**src/inc/rtp_pkg.sv**
```systemverilog
// shared constants for the periodic interrupt timer and compare register block
package rtp_pkg;

  // clock figures
  localparam int unsigned CLK_HZ     = 250_000_000;
  localparam int unsigned OSC32K_HZ  = 32768;
  localparam int unsigned OSC1K_HZ   = 1024;
  // longest tick spacing rounds down to whole clock cycles
  localparam int unsigned DIV_32K    = CLK_HZ / OSC32K_HZ;
  localparam int unsigned DIV_1K     = CLK_HZ / OSC1K_HZ;
  localparam int unsigned DIV_W      = 18;

  // register indexes; the bus byte address is four times the index
  localparam logic [5:0] IDX_SRC_SEL  = 6'h07;
  localparam logic [5:0] IDX_CMP_LO   = 6'h0c;
  localparam logic [5:0] IDX_CMP_HI   = 6'h0d;
  localparam logic [5:0] IDX_CTRL     = 6'h10;
  localparam logic [5:0] IDX_SYNC     = 6'h11;
  localparam logic [5:0] IDX_IEN      = 6'h12;
  localparam logic [5:0] IDX_IFLAG    = 6'h13;
  localparam logic [5:0] IDX_DBG      = 6'h15;
  localparam logic [5:0] IDX_EVT_STAT = 6'h18;
  localparam logic [5:0] IDX_EVT_MASK = 6'h19;

  // field layout of the timer control register
  localparam int unsigned CTRL_ON_BIT  = 0;
  localparam int unsigned CTRL_PER_LSB = 3;
  localparam int unsigned CTRL_PER_MSB = 6;
  localparam logic [7:0]  CTRL_WMASK   = 8'h79;
  localparam logic [3:0]  PER_OFF      = 4'h0;
  localparam logic [3:0]  PER_RSVD     = 4'hf;

  // reset values
  localparam logic [15:0] CMP_RST  = 16'h0000;
  localparam logic [7:0]  CTRL_RST = 8'h00;
  localparam logic [1:0]  SRC_RST  = 2'h0;

  // control value crosses into the rtc side after this many rtc ticks
  localparam logic [1:0]  SYNC_TICKS = 2'h2;

  // clock source codes
  localparam logic [1:0]  SRC_INT32K = 2'h0;
  localparam logic [1:0]  SRC_INT1K  = 2'h1;
  localparam logic [1:0]  SRC_XTAL   = 2'h2;
  localparam logic [1:0]  SRC_EXTPIN = 2'h3;

  // event status bits
  localparam int unsigned EVT_PERIODIC = 0;
  localparam int unsigned EVT_SYNCED   = 1;
  localparam int unsigned EVT_W        = 2;

endpackage

```
**src/logic/rtp_pit.sv**
```systemverilog
// compare value register and periodic interrupt timer with avalon slave
`timescale 1ns/1ps
// How it works
// - compare value is two bytes: low at base index, high at base plus one
// - control bits 6:3 pick 4 to 32768 rtc ticks; zero and reserved give none
// - control bit 0 turns the periodic timer on or off
// - sync status bit 0 reads one while control is moving to the rtc side
// - enable bit 0 lets the periodic flag raise the request
// - periodic flag sets each time the chosen interval elapses
// - writing one to the periodic flag clears it
// - halted cpu with debug-run clear freezes the timer and drops events
// - debug-run set keeps the timer going while the cpu is halted
// - one shared byte latch makes 16-bit accesses coherent
// - two-bit selector picks the rtc tick source, codes zero to three
module rtp_pit
  import rtp_pkg::*;
#(
  parameter int unsigned DIV_32K_CYC = DIV_32K,
  parameter int unsigned DIV_1K_CYC  = DIV_1K
) (
  // clock and reset
  input  wire logic        clk_in,
  input  wire logic        rst_in,
  // avalon-mm slave
  input  wire logic [7:0]  address_in,
  input  wire logic        read_in,
  input  wire logic        write_in,
  input  wire logic [31:0] writedata_in,
  output logic [31:0]      readdata_out,
  output logic             waitrequest_out,
  // rtc clock pins
  input  wire logic        xtal_clk_in,
  input  wire logic        ext_clk_in,
  // debug halt from the cpu, same clock
  input  wire logic        cpu_halted_in,
  // to the rtc counter comparison and interrupt controller
  output logic [15:0]      compare_value_out,
  output logic             pit_irq_out,
  output logic             irq_out
);

  // register state
  logic [15:0]       compare_value;
  logic [7:0]        staging_byte;
  logic [7:0]        periodic_timer_control;
  logic [7:0]        active_control;
  logic [1:0]        sync_left;
  logic              periodic_irq_enable;
  logic              periodic_irq;
  logic              run_while_halted;
  logic [1:0]        rtc_source_select;
  logic [EVT_W-1:0]  evt_status;
  logic [EVT_W-1:0]  evt_mask;
  logic [15:0]       tick_count;
  logic              rtc_tick;

  // bus decode
  wire        bus_req   = read_in | write_in;
  wire        bus_take  = bus_req & ~waitrequest_out;
  wire        bus_wr    = write_in & bus_take;
  wire        bus_rd    = read_in & bus_take;
  wire        aligned   = (address_in[1:0] == 2'b00);
  wire [5:0]  bus_idx   = address_in[7:2];
  wire [7:0]  wbyte     = writedata_in[7:0];
  wire        sel_src   = aligned & (bus_idx == IDX_SRC_SEL);
  wire        sel_cmp_l = aligned & (bus_idx == IDX_CMP_LO);
  wire        sel_cmp_h = aligned & (bus_idx == IDX_CMP_HI);
  wire        sel_ctrl  = aligned & (bus_idx == IDX_CTRL);
  wire        sel_sync  = aligned & (bus_idx == IDX_SYNC);
  wire        sel_ien   = aligned & (bus_idx == IDX_IEN);
  wire        sel_iflag = aligned & (bus_idx == IDX_IFLAG);
  wire        sel_dbg   = aligned & (bus_idx == IDX_DBG);
  wire        sel_stat  = aligned & (bus_idx == IDX_EVT_STAT);
  wire        sel_mask  = aligned & (bus_idx == IDX_EVT_MASK);

  // sync status shows pending transfer of control into the rtc side
  wire        ctrl_busy = (sync_left != 2'h0);

  // read data select; unmapped addresses read as zero
  wire [7:0]  rd_byte =
    sel_src   ? {6'h00, rtc_source_select} :
    sel_cmp_l ? compare_value[7:0] :
    sel_cmp_h ? staging_byte :
    sel_ctrl  ? periodic_timer_control :
    sel_sync  ? {7'h00, ctrl_busy} :
    sel_ien   ? {7'h00, periodic_irq_enable} :
    sel_iflag ? {7'h00, periodic_irq} :
    sel_dbg   ? {7'h00, run_while_halted} :
    sel_stat  ? {{(8-EVT_W){1'b0}}, evt_status} :
    sel_mask  ? {{(8-EVT_W){1'b0}}, evt_mask} : 8'h00;

  // rtc tick source
  rtp_tick_gen #(
    .DIV_32K_CYC (DIV_32K_CYC),
    .DIV_1K_CYC  (DIV_1K_CYC)
  ) u_tick (
    .clk_in      (clk_in),
    .rst_in      (rst_in),
    .src_sel_in  (rtc_source_select),
    .xtal_clk_in (xtal_clk_in),
    .ext_clk_in  (ext_clk_in),
    .tick_out    (rtc_tick)
  );

  // timer only sees ticks while not frozen by a debug halt
  wire        timer_runs = ~cpu_halted_in | run_while_halted;
  wire        tick_ok    = rtc_tick & timer_runs;
  wire        timer_on   = active_control[CTRL_ON_BIT];
  wire [3:0]  period_code = active_control[CTRL_PER_MSB:CTRL_PER_LSB];
  wire        period_ok  = (period_code != PER_OFF) & (period_code != PER_RSVD);
  // interval is 2^(code+1) ticks: event when the low code+1 count bits are all ones
  wire [16:0] period_wide = (17'h00001 << (period_code + 4'h1)) - 17'h00001;
  wire [15:0] period_mask = period_wide[15:0];
  wire        interval_hit = ((tick_count & period_mask) == period_mask);
  wire        pit_event  = tick_ok & timer_on & period_ok & interval_hit;

  // control transfer finishes on an rtc tick; a new write restarts it
  wire        ctrl_write = bus_wr & sel_ctrl;
  wire        sync_step  = rtc_tick & ctrl_busy & ~ctrl_write;
  wire        sync_done  = sync_step & (sync_left == 2'h1);
  wire [1:0]  next_sync_left = ctrl_write ? SYNC_TICKS :
                               sync_step  ? sync_left - 2'h1 : sync_left;

  // flag sets on the interval; a set in the clearing cycle wins
  wire        flag_clear = bus_wr & sel_iflag & wbyte[0];
  wire        next_periodic_irq = pit_event | (periodic_irq & ~flag_clear);

  // sticky event status, cleared by reading it; new events win
  wire [EVT_W-1:0] evt_now;
  assign evt_now[EVT_PERIODIC] = pit_event;
  assign evt_now[EVT_SYNCED]   = sync_done;
  wire [EVT_W-1:0] next_evt_status = evt_now |
                                     (evt_status & ~{EVT_W{bus_rd & sel_stat}});

  // bus handshake: waitrequest drops one cycle after a request appears,
  // read data are loaded in that same cycle and the access commits on take
  always_ff @(posedge clk_in or posedge rst_in) begin
    if (rst_in) begin
      waitrequest_out <= 1'b1;
      readdata_out    <= 32'h00000000;
    end else begin
      waitrequest_out <= ~(bus_req & waitrequest_out);
      if (bus_req & waitrequest_out) begin
        readdata_out <= {24'h000000, rd_byte};
      end
    end
  end

  // compare value through the shared staging byte
  always_ff @(posedge clk_in or posedge rst_in) begin
    if (rst_in) begin
      compare_value <= CMP_RST;
      staging_byte  <= 8'h00;
    end else if (bus_wr & sel_cmp_l) begin
      staging_byte <= wbyte;
    end else if (bus_wr & sel_cmp_h) begin
      compare_value <= {wbyte, staging_byte};
    end else if (bus_rd & sel_cmp_l) begin
      staging_byte <= compare_value[15:8];
    end
  end

  // software control registers
  always_ff @(posedge clk_in or posedge rst_in) begin
    if (rst_in) begin
      periodic_timer_control <= CTRL_RST;
      periodic_irq_enable    <= 1'b0;
      run_while_halted       <= 1'b0;
      rtc_source_select      <= SRC_RST;
      evt_mask               <= '0;
    end else if (bus_wr) begin
      if (sel_ctrl)
        periodic_timer_control <= wbyte & CTRL_WMASK;
      if (sel_ien)
        periodic_irq_enable <= wbyte[0];
      if (sel_dbg)
        run_while_halted <= wbyte[0];
      if (sel_src)
        rtc_source_select <= wbyte[1:0];
      if (sel_mask)
        evt_mask <= wbyte[EVT_W-1:0];
    end
  end

  // rtc-side copy of control and its transfer count
  always_ff @(posedge clk_in or posedge rst_in) begin
    if (rst_in) begin
      sync_left      <= 2'h0;
      active_control <= CTRL_RST;
    end else begin
      sync_left <= next_sync_left;
      if (sync_done)
        active_control <= periodic_timer_control;
    end
  end

  // interval counter restarts whenever the timer is off
  always_ff @(posedge clk_in or posedge rst_in) begin
    if (rst_in) begin
      tick_count <= 16'h0000;
    end else if (!timer_on) begin
      tick_count <= 16'h0000;
    end else if (tick_ok) begin
      tick_count <= tick_count + 16'h0001;
    end
  end

  // flags and interrupt outputs
  always_ff @(posedge clk_in or posedge rst_in) begin
    if (rst_in) begin
      periodic_irq      <= 1'b0;
      evt_status        <= '0;
      pit_irq_out       <= 1'b0;
      irq_out           <= 1'b0;
      compare_value_out <= CMP_RST;
    end else begin
      periodic_irq      <= next_periodic_irq;
      evt_status        <= next_evt_status;
      pit_irq_out       <= periodic_irq & periodic_irq_enable;
      irq_out           <= |(evt_status & evt_mask);
      compare_value_out <= compare_value;
    end
  end

endmodule

```
**src/logic/rtp_tick_gen.sv**
```systemverilog
// rtc tick enable generator: internal dividers or synchronised clock pins
`timescale 1ns/1ps
module rtp_tick_gen
  import rtp_pkg::*;
#(
  parameter int unsigned DIV_32K_CYC = DIV_32K,
  parameter int unsigned DIV_1K_CYC  = DIV_1K
) (
  // clock and reset
  input  wire logic       clk_in,
  input  wire logic       rst_in,
  // source choice and pins
  input  wire logic [1:0] src_sel_in,
  input  wire logic       xtal_clk_in,
  input  wire logic       ext_clk_in,
  // one-cycle rtc tick
  output logic            tick_out
);

  logic [1:0]       pin_meta;
  logic [1:0]       pin_sync;
  logic [1:0]       pin_last;
  logic [DIV_W-1:0] div_cnt;
  wire  [1:0]       pin_raw = {ext_clk_in, xtal_clk_in};
  wire  [1:0]       pin_rise = pin_sync & ~pin_last;
  wire  [DIV_W-1:0] div_limit = (src_sel_in == SRC_INT1K) ?
                                DIV_W'(DIV_1K_CYC - 1) : DIV_W'(DIV_32K_CYC - 1);
  wire              div_wrap = (div_cnt >= div_limit);
  wire              next_tick = (src_sel_in == SRC_XTAL)   ? pin_rise[0] :
                                (src_sel_in == SRC_EXTPIN) ? pin_rise[1] : div_wrap;

  // each clock pin passes two flops, then a third for the edge
  genvar g;
  generate
    for (g = 0; g < 2; g++) begin : g_pin
      always_ff @(posedge clk_in or posedge rst_in) begin
        if (rst_in) begin
          pin_meta[g] <= 1'b0;
          pin_sync[g] <= 1'b0;
          pin_last[g] <= 1'b0;
        end else begin
          pin_meta[g] <= pin_raw[g];
          pin_sync[g] <= pin_meta[g];
          pin_last[g] <= pin_sync[g];
        end
      end
    end
  endgenerate

  always_ff @(posedge clk_in or posedge rst_in) begin
    if (rst_in) begin
      div_cnt  <= '0;
      tick_out <= 1'b0;
    end else begin
      div_cnt  <= div_wrap ? '0 : div_cnt + 1'b1;
      tick_out <= next_tick;
    end
  end

endmodule

```
**config.mk**
```make
export PLATFORM = sky130hd
export DESIGN_NAME = rtp_pit
export DESIGN_NICKNAME = d
export VERILOG_FILES = /design/src/inc/rtp_pkg.sv /design/src/logic/rtp_pit.sv /design/src/logic/rtp_tick_gen.sv
export SDC_FILE = /design/constraint.sdc
export NUM_CORES = 1
export LEC_CHECK = 0
export ABC_AREA = 1
export BUFFER_PORTS_ARGS = -buffer_cell sky130_fd_sc_hd__buf_2
export CAP_MARGIN = 20
export CORE_AREA = 2 2 105 107
export CTS_CLUSTER_DIAMETER = 60
export DETAILED_ROUTE_END_ITERATION = 12
export DIE_AREA = 0 0 107 109
export GPL_ROUTABILITY_DRIVEN = 1
export MAX_ROUTING_LAYER = met4
export PLACE_DENSITY = 0.8
export SYNTH_ARGS = -nofsm -noshare
export SYNTH_HDL_FRONTEND = slang
export SYNTH_SLANG_ARGS = --single-unit
```
**constraint.sdc**
```tcl
create_clock -name clk_in -period 4.8 [get_ports clk_in]
set_input_delay 0.72 -clock clk_in [delete_from_list [all_inputs] [get_ports clk_in]]
set_output_delay 0.72 -clock clk_in [all_outputs]
set_load 0.02 [all_outputs]
```
# After elaboration in Yosys (flattened, before gate mapping)
# Index checks and enable logic that the tools add are counted.
[totals] reg_bits=113 input_bits=47 out_inout_bits=51
[classes] magnitude_cmp=1 n_bitwise=47 n_shift=1 reduce_logical=13 n_mux=21 n_eq_ne=18 addsub=5
[ops] operator="8-bit two-way mux" n=6
[ops] operator="6-bit by 5-bit == test with 1-bit output (second input constant)" n=7
[ops] operator="18-bit two-way mux" n=2
[ops] operator="16-bit two-way mux" n=2
[ops] operator="1-bit bitwise AND" n=31
[ops] operator="18-bit by 1-bit adder with 18-bit output (second input constant)" n=1
[ops] operator="18-bit >= comparator" n=1
[ops] operator="16-bit by 1-bit adder with 16-bit output (second input constant)" n=1
[ops] operator="16-bit bitwise AND" n=1
[ops] operator="16-bit == test" n=1
[ops] operator="2-bit two-way mux" n=8
[ops] operator="1-bit by 4-bit << shifter with 16-bit output (first input constant)" n=1
[ops] operator="16-bit by 1-bit subtractor with 16-bit output (second input constant)" n=1
[ops] operator="2-bit AND reduction" n=7
[ops] operator="6-bit by 4-bit == test with 1-bit output (second input constant)" n=2
[ops] operator="7-bit two-way mux" n=1
[ops] operator="2-bit bitwise AND" n=3
[ops] operator="6-bit by 3-bit == test with 1-bit output (second input constant)" n=1
[ops] operator="1-bit NOT" n=6
[ops] operator="2-bit nonzero test" n=3
[ops] operator="4-bit by 1-bit adder with 4-bit output (second input constant)" n=1
[ops] operator="2-bit by 1-bit == test with 1-bit output (second input constant)" n=2
[ops] operator="2-bit == test (second input constant)" n=2
[ops] operator="4-bit inequality test (second input constant)" n=1
[ops] operator="other kinds (10)" n=14

# Longest topological paths before layout
# Gate-level depths: netlist of run 1.
[depth] word_depth=12 ltp_mapped=15 depth_no_buf=14

# By module
# A second synthesis of run 1 with hierarchy kept.
[hier_totals] cells_unflattened=734 area_unflattened_um2=5989.5
[by_module_without_submodules] mod="rtp_pit" cells_each=543 area_each_um2=4508.1 seq_area_each_um2=2178.3 n_inst=1
[by_module_without_submodules] mod="rtp_tick_gen" cells_each=191 area_each_um2=1481.4 seq_area_each_um2=625.6 n_inst=1

# Least setup slack after synthesis of run 1
# No wires, ideal clock.
[synth_timing] path_kind="register to register" start="reg rtc_source_select[1]" end="reg u_tick.div_cnt[15]" setup_ns=0.121 path_stages_with_launch=12 path_slack_ns=2.643 t_arrival_ns=2.036 period_less_slack_ns=2.157 n_path_buf=1 cell_sequence="dfrtp_1 -> nor2_1 -> inv_1 -> ha_1 -> nand2_1 -> inv_1 -> nand3_1 -> nor3_1 -> o211ai_1 -> nand4_2 -> buf_2 -> nor2_1"
[synth_via] elab_chain_len=4
[synth_rtl] item="start, declared" line_no="rtp_pit.sv:51" source="logic [1:0] rtc_source_select;"
[synth_rtl] item="start signal, assigned" line_no="rtp_pit.sv:179" source="rtc_source_select <= wbyte[1:0];"
[synth_rtl] item="2-bit by 1-bit == test with 1-bit output" line_no="rtp_tick_gen.sv:26" source="wire [DIV_W-1:0] div_limit = (src_sel_in == SRC_INT1K) ?"
[synth_rtl] item="18-bit two-way mux" line_no="rtp_tick_gen.sv:26"
[synth_rtl] item="18-bit >= comparator" line_no="rtp_tick_gen.sv:28" source="wire div_wrap = (div_cnt >= div_limit);"
[synth_rtl] item="18-bit two-way mux" line_no="rtp_tick_gen.sv:55" source="div_cnt <= div_wrap ? '0 : div_cnt + 1'b1;"
[synth_rtl] item="end signal, assigned" line_no="rtp_tick_gen.sv:55"
[synth_rtl] item="end, declared" line_no="rtp_tick_gen.sv:23" source="logic [DIV_W-1:0] div_cnt;"
# Every way passes these cells.
# A chain may end at the register's enable or synchronous reset.

# Worst setup path in the final report of run 1
[layout_timing] start="reg rtc_source_select[1]" end="reg u_tick.div_cnt[4]"
# The elaborated chain is that of the path after synthesis.

==> run_results.csv, run 1 <==
group,metric,value,unit
yosys,avgSynthCellArea,8.06,um2
floorplanning,dieHeight,109,um
critical_path,worstRegToRegCells,10,
floorplanning,io_pins,98,
grt,grt_use_total,0.241,
grt,grt_pass1_vias,4678,
power_and_ir_drop,pwr_density_cell,266,mW/mm2
floorplanning,fp.dieW,107,um
detailed_routing,dr.pass1.iters,4,
floorplanning,std_cell_rows,38,
hold_path,holdCritPathClass,"register to register",
clock_tree,clk_latency,0.38,ns
job,maxCapViolations,0,
yosys,ys_ff_latch,112,
critical_path,rr_endpoint,"u_tick.div_cnt[4]$_DFF_PP0_",
layout,fillers,928,
grt,antenna_found_initial,1,
power_and_ir_drop,leakage,0.00318,uW
yosys,netlist_instances,732,
hold_path,min_to,"u_tick.pin_sync[1]$_DFF_PP0_",
grt,grt_pass1_wl,21800,um
critical_path,cp.arrival,2.99,ns
hold_path,min-delay-start,"u_tick.pin_meta[1]$_DFF_PP0_",
layout,nNetsFinal,844,
clock_tree,numCtsBuffers,9,
clock_tree,cts.sinks,112,
clock_tree,clockBufferDepth,2,
floorplanning,die_area,0.0117,mm2
sta,setup_tns,0,ns
yosys,ys.flop_type,"dfrtp_1",
detailed_routing,post-route-drc-count,0,
yosys,synth_cell_types,41,
sta,hold-worst-slack,0.367,ns
critical_path,cp-start-kind,"register",
sta,hold_viol,0,
clock_tree,post_cts_resized,0,
sta,min_period,2.70,ns
clock_tree,cts_tree,"built",
critical_path,crit_required,5.09,ns
floorplanning,initial_core_util,0.556,
critical_path,r2r-start,"rtc_source_select[1]$_DFFE_PP0P_",
sta,maxSlewHeadroom,0.412,
clock_tree,hold_buffers,0,
sta,clock-skew-final,0.0132,ns
hold_path,holdPathStages,0,
place,dp.final_hpwl,9530,um
clock_tree,path_clk_slew,0.12,ns
critical_path,cp-startpoint,"rtc_source_select[1]$_DFFE_PP0P_",
yosys,yosysWarnings,0,
yosys,synth_edf_count,0,
clock_tree,root_buffer,"clkbuf_8",
layout,syn_to_final_growth,8.19,%
detailed_routing,wl,12800,um
grt,grt_overflow_total,0,
floorplanning,core,0.0106,mm2
status,status,"completed",
sta,post-route-period-util,0.563,
power_and_ir_drop,ir_worst_vdd,224,uV
detailed_routing,antenna_left,0,
critical_path,r2r_setup_slack,2.10,ns
detailed_routing,viasPerCell,5.34,
clock_tree,postCtsSetupBuffers,0,
sta,tightest_slew,0.882,ns
sta,final_max_slew_viol_count,0,
layout,mostFrequentLayoutCells,"nand2_1 (151), dfrtp_1 (111), inv_1 (98)",
sta,rsz0062_at_grt,"no",
yosys,postSynth.asyncResetShare,1.00,
place,routabilityCongestion,0.966,
detailed_routing,wl_per_cell,13.8,um
grt,grt_max_degree,75,
critical_path,critPathKind,"register to register",
clock_tree,htree_levels,3,
yosys,yosysSeqAreaShare,0.475,
sta,setup_viol,0,
sta,fmax,0.370,GHz
detailed_routing,dr_total_vias,4955,
place,io_buffer_count,49,
critical_path,endpoint_kind,"register",
yosys,netlist_area,0.00590,mm2
detailed_routing,drt_iter0_markers,268,
layout,mostFrequentLayoutCell,"nand2_1",
layout,drive_gt1_frac,0.132,
critical_path,path_max_fanout,19,
[synthesized netlist by cell type (all sizes together), types with 3 or more instances]
cell	n	area (um2)
a21oi	20	104
buf	32	225
dfrtp	111	2780
ha	15	188
inv	102	383
nand2	158	611
nand3	45	235
nand4	17	125
nor2	91	382
nor3	28	155
nor4	6	43.8
o211ai	5	37.5
o21ai	66	334
o221ai	4	35.0
o22ai	4	25.0
xnor2	3	26.3
xor2	8	70.1
[sequential cells by signal, summed over array words and instances (netlist names), 5 cells and up]
signal and flops:
active_control 5, compare_value 16, compare_value_out 16, periodic_timer_control 5, readdata_out 8, staging_byte 8, tick_count 15, u_tick.div_cnt 18
[worst max-delay path, stage by stage (launching register included)]
cell and delay, ns:
dfrtp_1 0.45, nor2_1 0.39, inv_1 0.25, ha_1 0.34, nand2_1 0.08, inv_1 0.05
nand3_1 0.07, nor3_1 0.07, o211ai_1 0.11, nand4_2 0.45, nor3b_1 0.36
[logic make-up (layout without fill, tap and decap cells)]
family / after synthesis / count (layout) / share of synthesized area
AO/OA/AOI/OAI: 105 / 105 / 0.0984
XOR/XNOR: 11 / 11 / 0.0163
adder cells (fa/ha/maj): 15 / 15 / 0.0318
buffers and inverters: 136 / 168 / 0.104
flip-flops: 112 / 112 / 0.475
multiplexers: 2 / 2 / 0.00382
other: 1 / 25 / 0.000636
AND/OR/NAND/NOR: 350 / 350 / 0.269
[routing by layer]
layer	global-route usage	vias to the layer above	wire [um]
met5	-	-	0
met3	0.0347	13	586
li1	-	2434	-
met1	0.317	2371	5820
met2	0.397	137	6230
met4	0.0649	0	165
[worst max-delay path by stage]
stage               depth (start not counted)                             to
floorplan                                   1  active_control[0]$_DFFE_PP0P_
global placement                            7  compare_value[15]$_DFFE_PP0P_
detailed placement                         10    u_tick.div_cnt[4]$_DFF_PP0_
CTS                                        11    u_tick.div_cnt[4]$_DFF_PP0_
global route                                9    u_tick.div_cnt[4]$_DFF_PP0_
finish                                     10    u_tick.div_cnt[4]$_DFF_PP0_
[per-stage QoR]
stage | instance area [um2] | worst slack (ns) | util | power, uW | instances
2_1_floorplan | 5980 | 1.12 | - | 1120 | 755
6_report | 6380 | 2.10 | 0.602 | 1700 | 928
3_3_place_gp | 6180 | 2.14 | 0.583 | 1150 | 911
3_5_place_dp | 6180 | 2.10 | 0.583 | 1160 | 911
4_1_cts | 6380 | 2.08 | 0.601 | 1710 | 927
5_1_grt | 6380 | 1.85 | 0.602 | 1760 | 928
[area by class of cell]
cell class / count / area (um2) / area share
Antenna cell: 1 / 2.50 / 0.000392
Clock buffer: 10 / 138 / 0.0216
Clock inverter: 6 / 58.8 / 0.00922
Inverter: 102 / 385 / 0.0604
Multi-Input combinational cell: 507 / 2560 / 0.402
Sequential cell: 112 / 2800 / 0.439
Tap cell: 140 / 175 / 0.0275
Timing Repair Buffer: 50 / 253 / 0.0396
[report_power, final]
part	internal (uW)	leakage [uW]	switching, uW
clock network	215	0.000102	343
logic	37.6	0.00162	108
registers	973	0.00145	20.2
total	1230	0.00318	471
Power figures use the tool's default switching activity.
==> run 2, diff against run 1 <==
clock period = 2.6 ns   (was 4.8 ns; I/O delays follow)
==> run 2 against run 1 <==
Against the previous run: worst hold slack lost 0.26 ns; clock power grew 100%; sequential share of layout area shrank 0.65 points.
==> run_results.csv, run 2 (same netlist as run 1, synthesis figures left out) <==
group,metric,value,unit
clock_tree,clockBufferDepth,2,
layout,mostFrequentLayoutCells,"nand2_1 (151), dfrtp_1 (111), inv_1 (98)",
layout,syn_to_final_growth,9.80,%
detailed_routing,dr_wl_met3,582,um
clock_tree,postCtsSetupBuffers,0,
job,maxCapViolations,0,
clock_tree,clk_latency,0.38,ns
grt,grt_overflow_total,0,
grt,antenna_found_initial,1,
clock_tree,numCtsBuffers,9,
sta,setup_viol,0,
hold_path,holdCritPathClass,"input pin to register",
floorplanning,io_pins,98,
place,routabilityCongestion,0.934,
critical_path,critPathKind,"register to register",
clock_tree,cts.sinks,112,
critical_path,cp-start-kind,"register",
layout,largest_reg_flops,18,
sta,fmax,0.444,GHz
floorplanning,dieHeight,109,um
layout,fillers,920,
critical_path,crit_required,2.89,ns
floorplanning,core,0.0106,mm2
layout,nNetsFinal,851,
clock_tree,post_cts_resized,0,
sta,final_max_slew_viol_count,0,
layout,mostFrequentLayoutCell,"nand2_1",
layout,top_regs,"u_tick.div_cnt (18), compare_value (16), compare_value_out (16)",
detailed_routing,antenna_left,0,
grt,grt_use_total,0.239,
floorplanning,initial_core_util,0.556,
clock_tree,hold_buffers,0,
clock_tree,path_clk_slew,0.11,ns
sta,rsz0062_at_grt,"no",
critical_path,path_max_fanout,19,
grt,grt_pass1_wl,21600,um
place,dp.final_hpwl,9430,um
detailed_routing,wl_per_cell,13.6,um
power_and_ir_drop,finalPower,3230,uW
detailed_routing,post-route-drc-count,0,
detailed_routing,top_layer,"met4",
power_and_ir_drop,leakage,0.00322,uW
critical_path,endpoint_kind,"register",
floorplanning,std_cell_rows,38,
grt,grt_pass1_vias,4761,
clock_tree,root_buffer,"clkbuf_8",
status,status,"completed",
power_and_ir_drop,pwr_density_cell,500,mW/mm2
sta,setup_tns,0,ns
detailed_routing,dr.pass1.iters,5,
sta,maxSlewHeadroom,0.614,
detailed_routing,viasPerCell,5.26,
floorplanning,die_area,0.0117,mm2
detailed_routing,dr_total_vias,4921,
sta,clock-skew-final,0.0114,ns
layout,regMostFlops,"u_tick.div_cnt",
clock_tree,cts_tree,"built",
detailed_routing,wl,12700,um
place,io_buffer_count,49,
sta,hold_viol,0,
grt,grt_max_degree,113,
detailed_routing,drt_iter0_markers,237,
sta,post-route-period-util,0.865,
sta,min_period,2.25,ns
layout,drive_gt1_frac,0.140,
detailed_routing,drt-met1-wl,5730,um
detailed_routing,dr_wl_met2,6200,um
floorplanning,fp.dieW,107,um
sta,tightest_slew,0.579,ns
power_and_ir_drop,ir_worst_vdd,375,uV
clock_tree,htree_levels,3,
critical_path,cp.arrival,2.54,ns
==> run 2: final timing paths <==
path	cells after the start	from	end	slack [ns]
max	10	rtc_source_select[1]$_DFFE_PP0P_	u_tick.div_cnt[3]$_DFF_PP0_	0.35
min	1	ext_clk_in	u_tick.pin_meta[1]$_DFF_PP0_	0.11
max reg2reg	10	rtc_source_select[1]$_DFFE_PP0P_	u_tick.div_cnt[3]$_DFF_PP0_	0.35
min reg2reg	0	u_tick.pin_meta[0]$_DFF_PP0_	u_tick.pin_sync[0]$_DFF_PP0_	0.37
max in group asynchronous	3	rst_in	tick_count[5]$_DFFE_PP0P_	2.00
min in group asynchronous	3	rst_in	compare_value_out[9]$_DFF_PP0_	0.16
==> run 2: worst max-delay path, cell delays in order, from the launching register on <==
cell     delay, ns
dfrtp_1       0.45
nor2_1        0.17
inv_1         0.16
ha_1          0.33
nand2_1       0.10
inv_1         0.06
nand3_1       0.08
nor2_1        0.05
nor2_1        0.19
nand4_4       0.30
nor3b_1       0.28
==> run 2: area by class of cell <==
| type | count | area, um2 | area share |
|---|---|---|---|
| diodes | 1 | 2.50 | 0.000386 |
| clock buffers | 9 | 124 | 0.0191 |
| clock inverters | 7 | 92.6 | 0.0143 |
| inverters | 102 | 387 | 0.0597 |
| multi-input cells | 507 | 2570 | 0.397 |
| flip-flops and latches | 112 | 2800 | 0.433 |
| well taps | 140 | 175 | 0.0271 |
| repair buffers | 57 | 318 | 0.0491 |
==> run 2: metal layers <==
layer | track usage | vias up
li1 | - | 2442
met1 | 0.307 | 2340
met3 | 0.0323 | 18
met5 | - | -
met2 | 0.393 | 121
met4 | 0.0853 | 0
==> run 2: per-stage QoR <==
step	cells	worst slack (ns)	hold slack (ns)	utilization	instance area, um2
floorplan	755	0.443	0.331	-	5990
global placement	918	0.288	0.334	0.589	6250
detailed placement	918	0.237	0.353	0.589	6250
CTS	934	0.173	0.0910	0.610	6460
global route	935	0.108	0.0891	0.611	6470
finish	935	0.350	0.106	0.611	6470
==> run 2: where the power goes <==
part / switching (uW) / internal [uW]
clock: 655 / 475
sequential: 36.2 / 1800
combinational: 198 / 74.4
==> run 3, diff against run 2 <==
GPL_TIMING_DRIVEN = 0   (was not set)
==> run 3 against run 2 <==
Against the previous run: non-clock buffer count is 28 higher; clock power is 9% lower; die area is the same; maximum frequency is 6.7% lower; via count grew 3.2%; critical endpoint is now u_tick.div_cnt[16]$_DFF_PP0_; highest routed layer unchanged.
==> run_results.csv, run 3 (same netlist as run 1, synthesis figures left out) <==
group,metric,value,unit
sta,post-route-period-util,0.927,
detailed_routing,wl_per_cell,13.4,um
clock_tree,root_buffer,"clkbuf_8",
floorplanning,std_cell_rows,38,
layout,stdcell_count,962,
floorplanning,fp.dieW,107,um
critical_path,cpPeakStageDelay,0.47,ns
sta,setup_viol,0,
layout,mostFrequentLayoutCells,"nand2_1 (151), dfrtp_1 (111), inv_1 (98)",
hold_path,holdCritPathClass,"input pin to async pin",
clock_tree,postCtsSetupBuffers,0,
critical_path,endpoint_kind,"register",
detailed_routing,post-route-drc-count,0,
critical_path,crit_top_cell,"inv_1",
layout,nNetsFinal,879,
clock_tree,clk_latency,0.37,ns
sta,timing.final.ws_setup,0.189,ns
power_and_ir_drop,leakage,0.00335,uW
clock_tree,htree_levels,3,
power_and_ir_drop,finalPower,3160,uW
critical_path,crit_required,2.88,ns
sta,fmax,0.415,GHz
critical_path,cp-startpoint,"rtc_source_select[1]$_DFFE_PP0P_",
sta,min_period,2.41,ns
floorplanning,die_area,0.0117,mm2
layout,top_regs,"u_tick.div_cnt (18), compare_value (16), compare_value_out (16)",
sta,final_max_slew_viol_count,0,
detailed_routing,dr_total_vias,5079,
floorplanning,core,0.0106,mm2
layout,multi_input_area,0.00258,mm2
clock_tree,clockBufferDepth,2,
layout,syn_to_final_growth,12.9,%
grt,grt_overflow_total,0,
detailed_routing,dr.pass1.iters,5,
critical_path,cp_cell_sequence,"nor2_4 > inv_1 > ha_1 > nand2_1 > inv_1 > nand3_1 > nor3_1 > o211ai_1 > nand4_4 > clkbuf_4 > nor2_1",
clock_tree,numCtsBuffers,9,
layout,fillers,879,
place,io_buffer_count,49,
grt,grt_pass1_vias,4935,
critical_path,worstRegToRegCells,11,
floorplanning,io_pins,98,
detailed_routing,viasPerCell,5.28,
critical_path,path_max_fanout,10,
grt,grt_use_total,0.242,
layout,regMostFlops,"u_tick.div_cnt",
detailed_routing,wl,12900,um
critical_path,r2r-start,"rtc_source_select[1]$_DFFE_PP0P_",
critical_path,cp.arrival,2.69,ns
clock_tree,cts_tree,"built",
sta,tightest_slew,0.659,ns
clock_tree,path_clk_slew,0.11,ns
place,dp.final_hpwl,9920,um
clock_tree,cts.sinks,112,
layout,diodes,0,
sta,hold-worst-slack,0.0894,ns
sta,clock-skew-final,0.0116,ns
place,post-place-ws,-0.114,ns
layout,drive_gt1_frac,0.168,
floorplanning,dieHeight,109,um
power_and_ir_drop,ir_worst_vdd,387,uV
floorplanning,initial_core_util,0.556,
clock_tree,hold_buffers,0,
critical_path,crit_slowest_cell,"dfrtp_1",
status,status,"completed",
place,routabilityCongestion,0.980,
critical_path,cp-start-kind,"register",
place,placed_cells,946,
critical_path,critPathKind,"register to register",
detailed_routing,antenna_left,0,
layout,mostFrequentLayoutCell,"nand2_1",
layout,largest_reg_flops,18,
grt,grt_max_degree,44,
sta,setup_tns,0,ns
sta,maxSlewHeadroom,0.560,
power_and_ir_drop,pwr_density_cell,474,mW/mm2
job,maxCapViolations,0,
detailed_routing,drt_iter0_markers,221,
layout,seqCellArea,0.00280,mm2
grt,grt_pass1_wl,22100,um
sta,hold_viol,0,
grt,antenna_found_initial,0,
[run 3: changes by cell type in the layout (fill, tap and decap cells not counted), moves of 2 or more]
cell,delta
buf_4,+19
buf_2,+5
clkbuf_1,+2
inv_6,-2
[run 3: cell type report]
class                   count  share of cell area
plain buffers              34              0.0353
clock buffers              10              0.0207
clock inverters             6             0.00845
inverters                 102              0.0580
multi-input cells         507               0.387
flip-flops and latches    112               0.421
well taps                 140              0.0263
repair buffers             51              0.0428
[run 3: path summary, 6_finish.rpt]
check                                                     to  slack, ns
min in group clk_in             u_tick.pin_meta[1]$_DFF_PP0_       0.11
worst max register to register  u_tick.div_cnt[16]$_DFF_PP0_       0.19
max in group asynchronous          tick_count[7]$_DFFE_PP0P_       1.88
worst min-delay path            compare_value[9]$_DFFE_PP0P_       0.09
worst min register to register  u_tick.pin_sync[0]$_DFF_PP0_       0.36
worst max-delay path            u_tick.div_cnt[16]$_DFF_PP0_       0.19
[run 3: power by group]
group	total [uW]	leakage, uW	internal (uW)	switching (uW)
registers	1830	0.00145	1800	34.2
clock network	1030	0.0000973	398	632
logic	300	0.00180	97.6	203
total	3160	0.00335	2290	868
[run 3: what timing repair did]
action / in CTS / in global routing
gates resized for setup: 1 / 3
hold endpoints to repair: 0 / 0
cloned: 0 / 0
endpoints found under the setup margin: 10 / 10
[run 3: metal layers]
layer  GRT usage  up-vias  part of all wire  wire length, um
li1            -     2507                 -                -
met5           -        -                 0                0
met4      0.0761        0             0.020              261
met2       0.419      148              0.50             6450
met3      0.0365       24             0.048              618
met1       0.295     2400              0.43             5590
[run 3: through the flow]
stage,cell area (um2),utilization
after floorplan,5990,-
after global placement,6410,0.604
after detailed placement,6450,0.608
after CTS,6640,0.627
after global routing,6660,0.628
final,6660,0.628
[run 3: critical path, delay by kind of cell, from the launching register on]
family	cells	cell delay (ns)
simple gates	6	0.84
flops	1	0.47
buf+inv	3	0.47
fa+ha+maj	1	0.33
compound gates	1	0.19
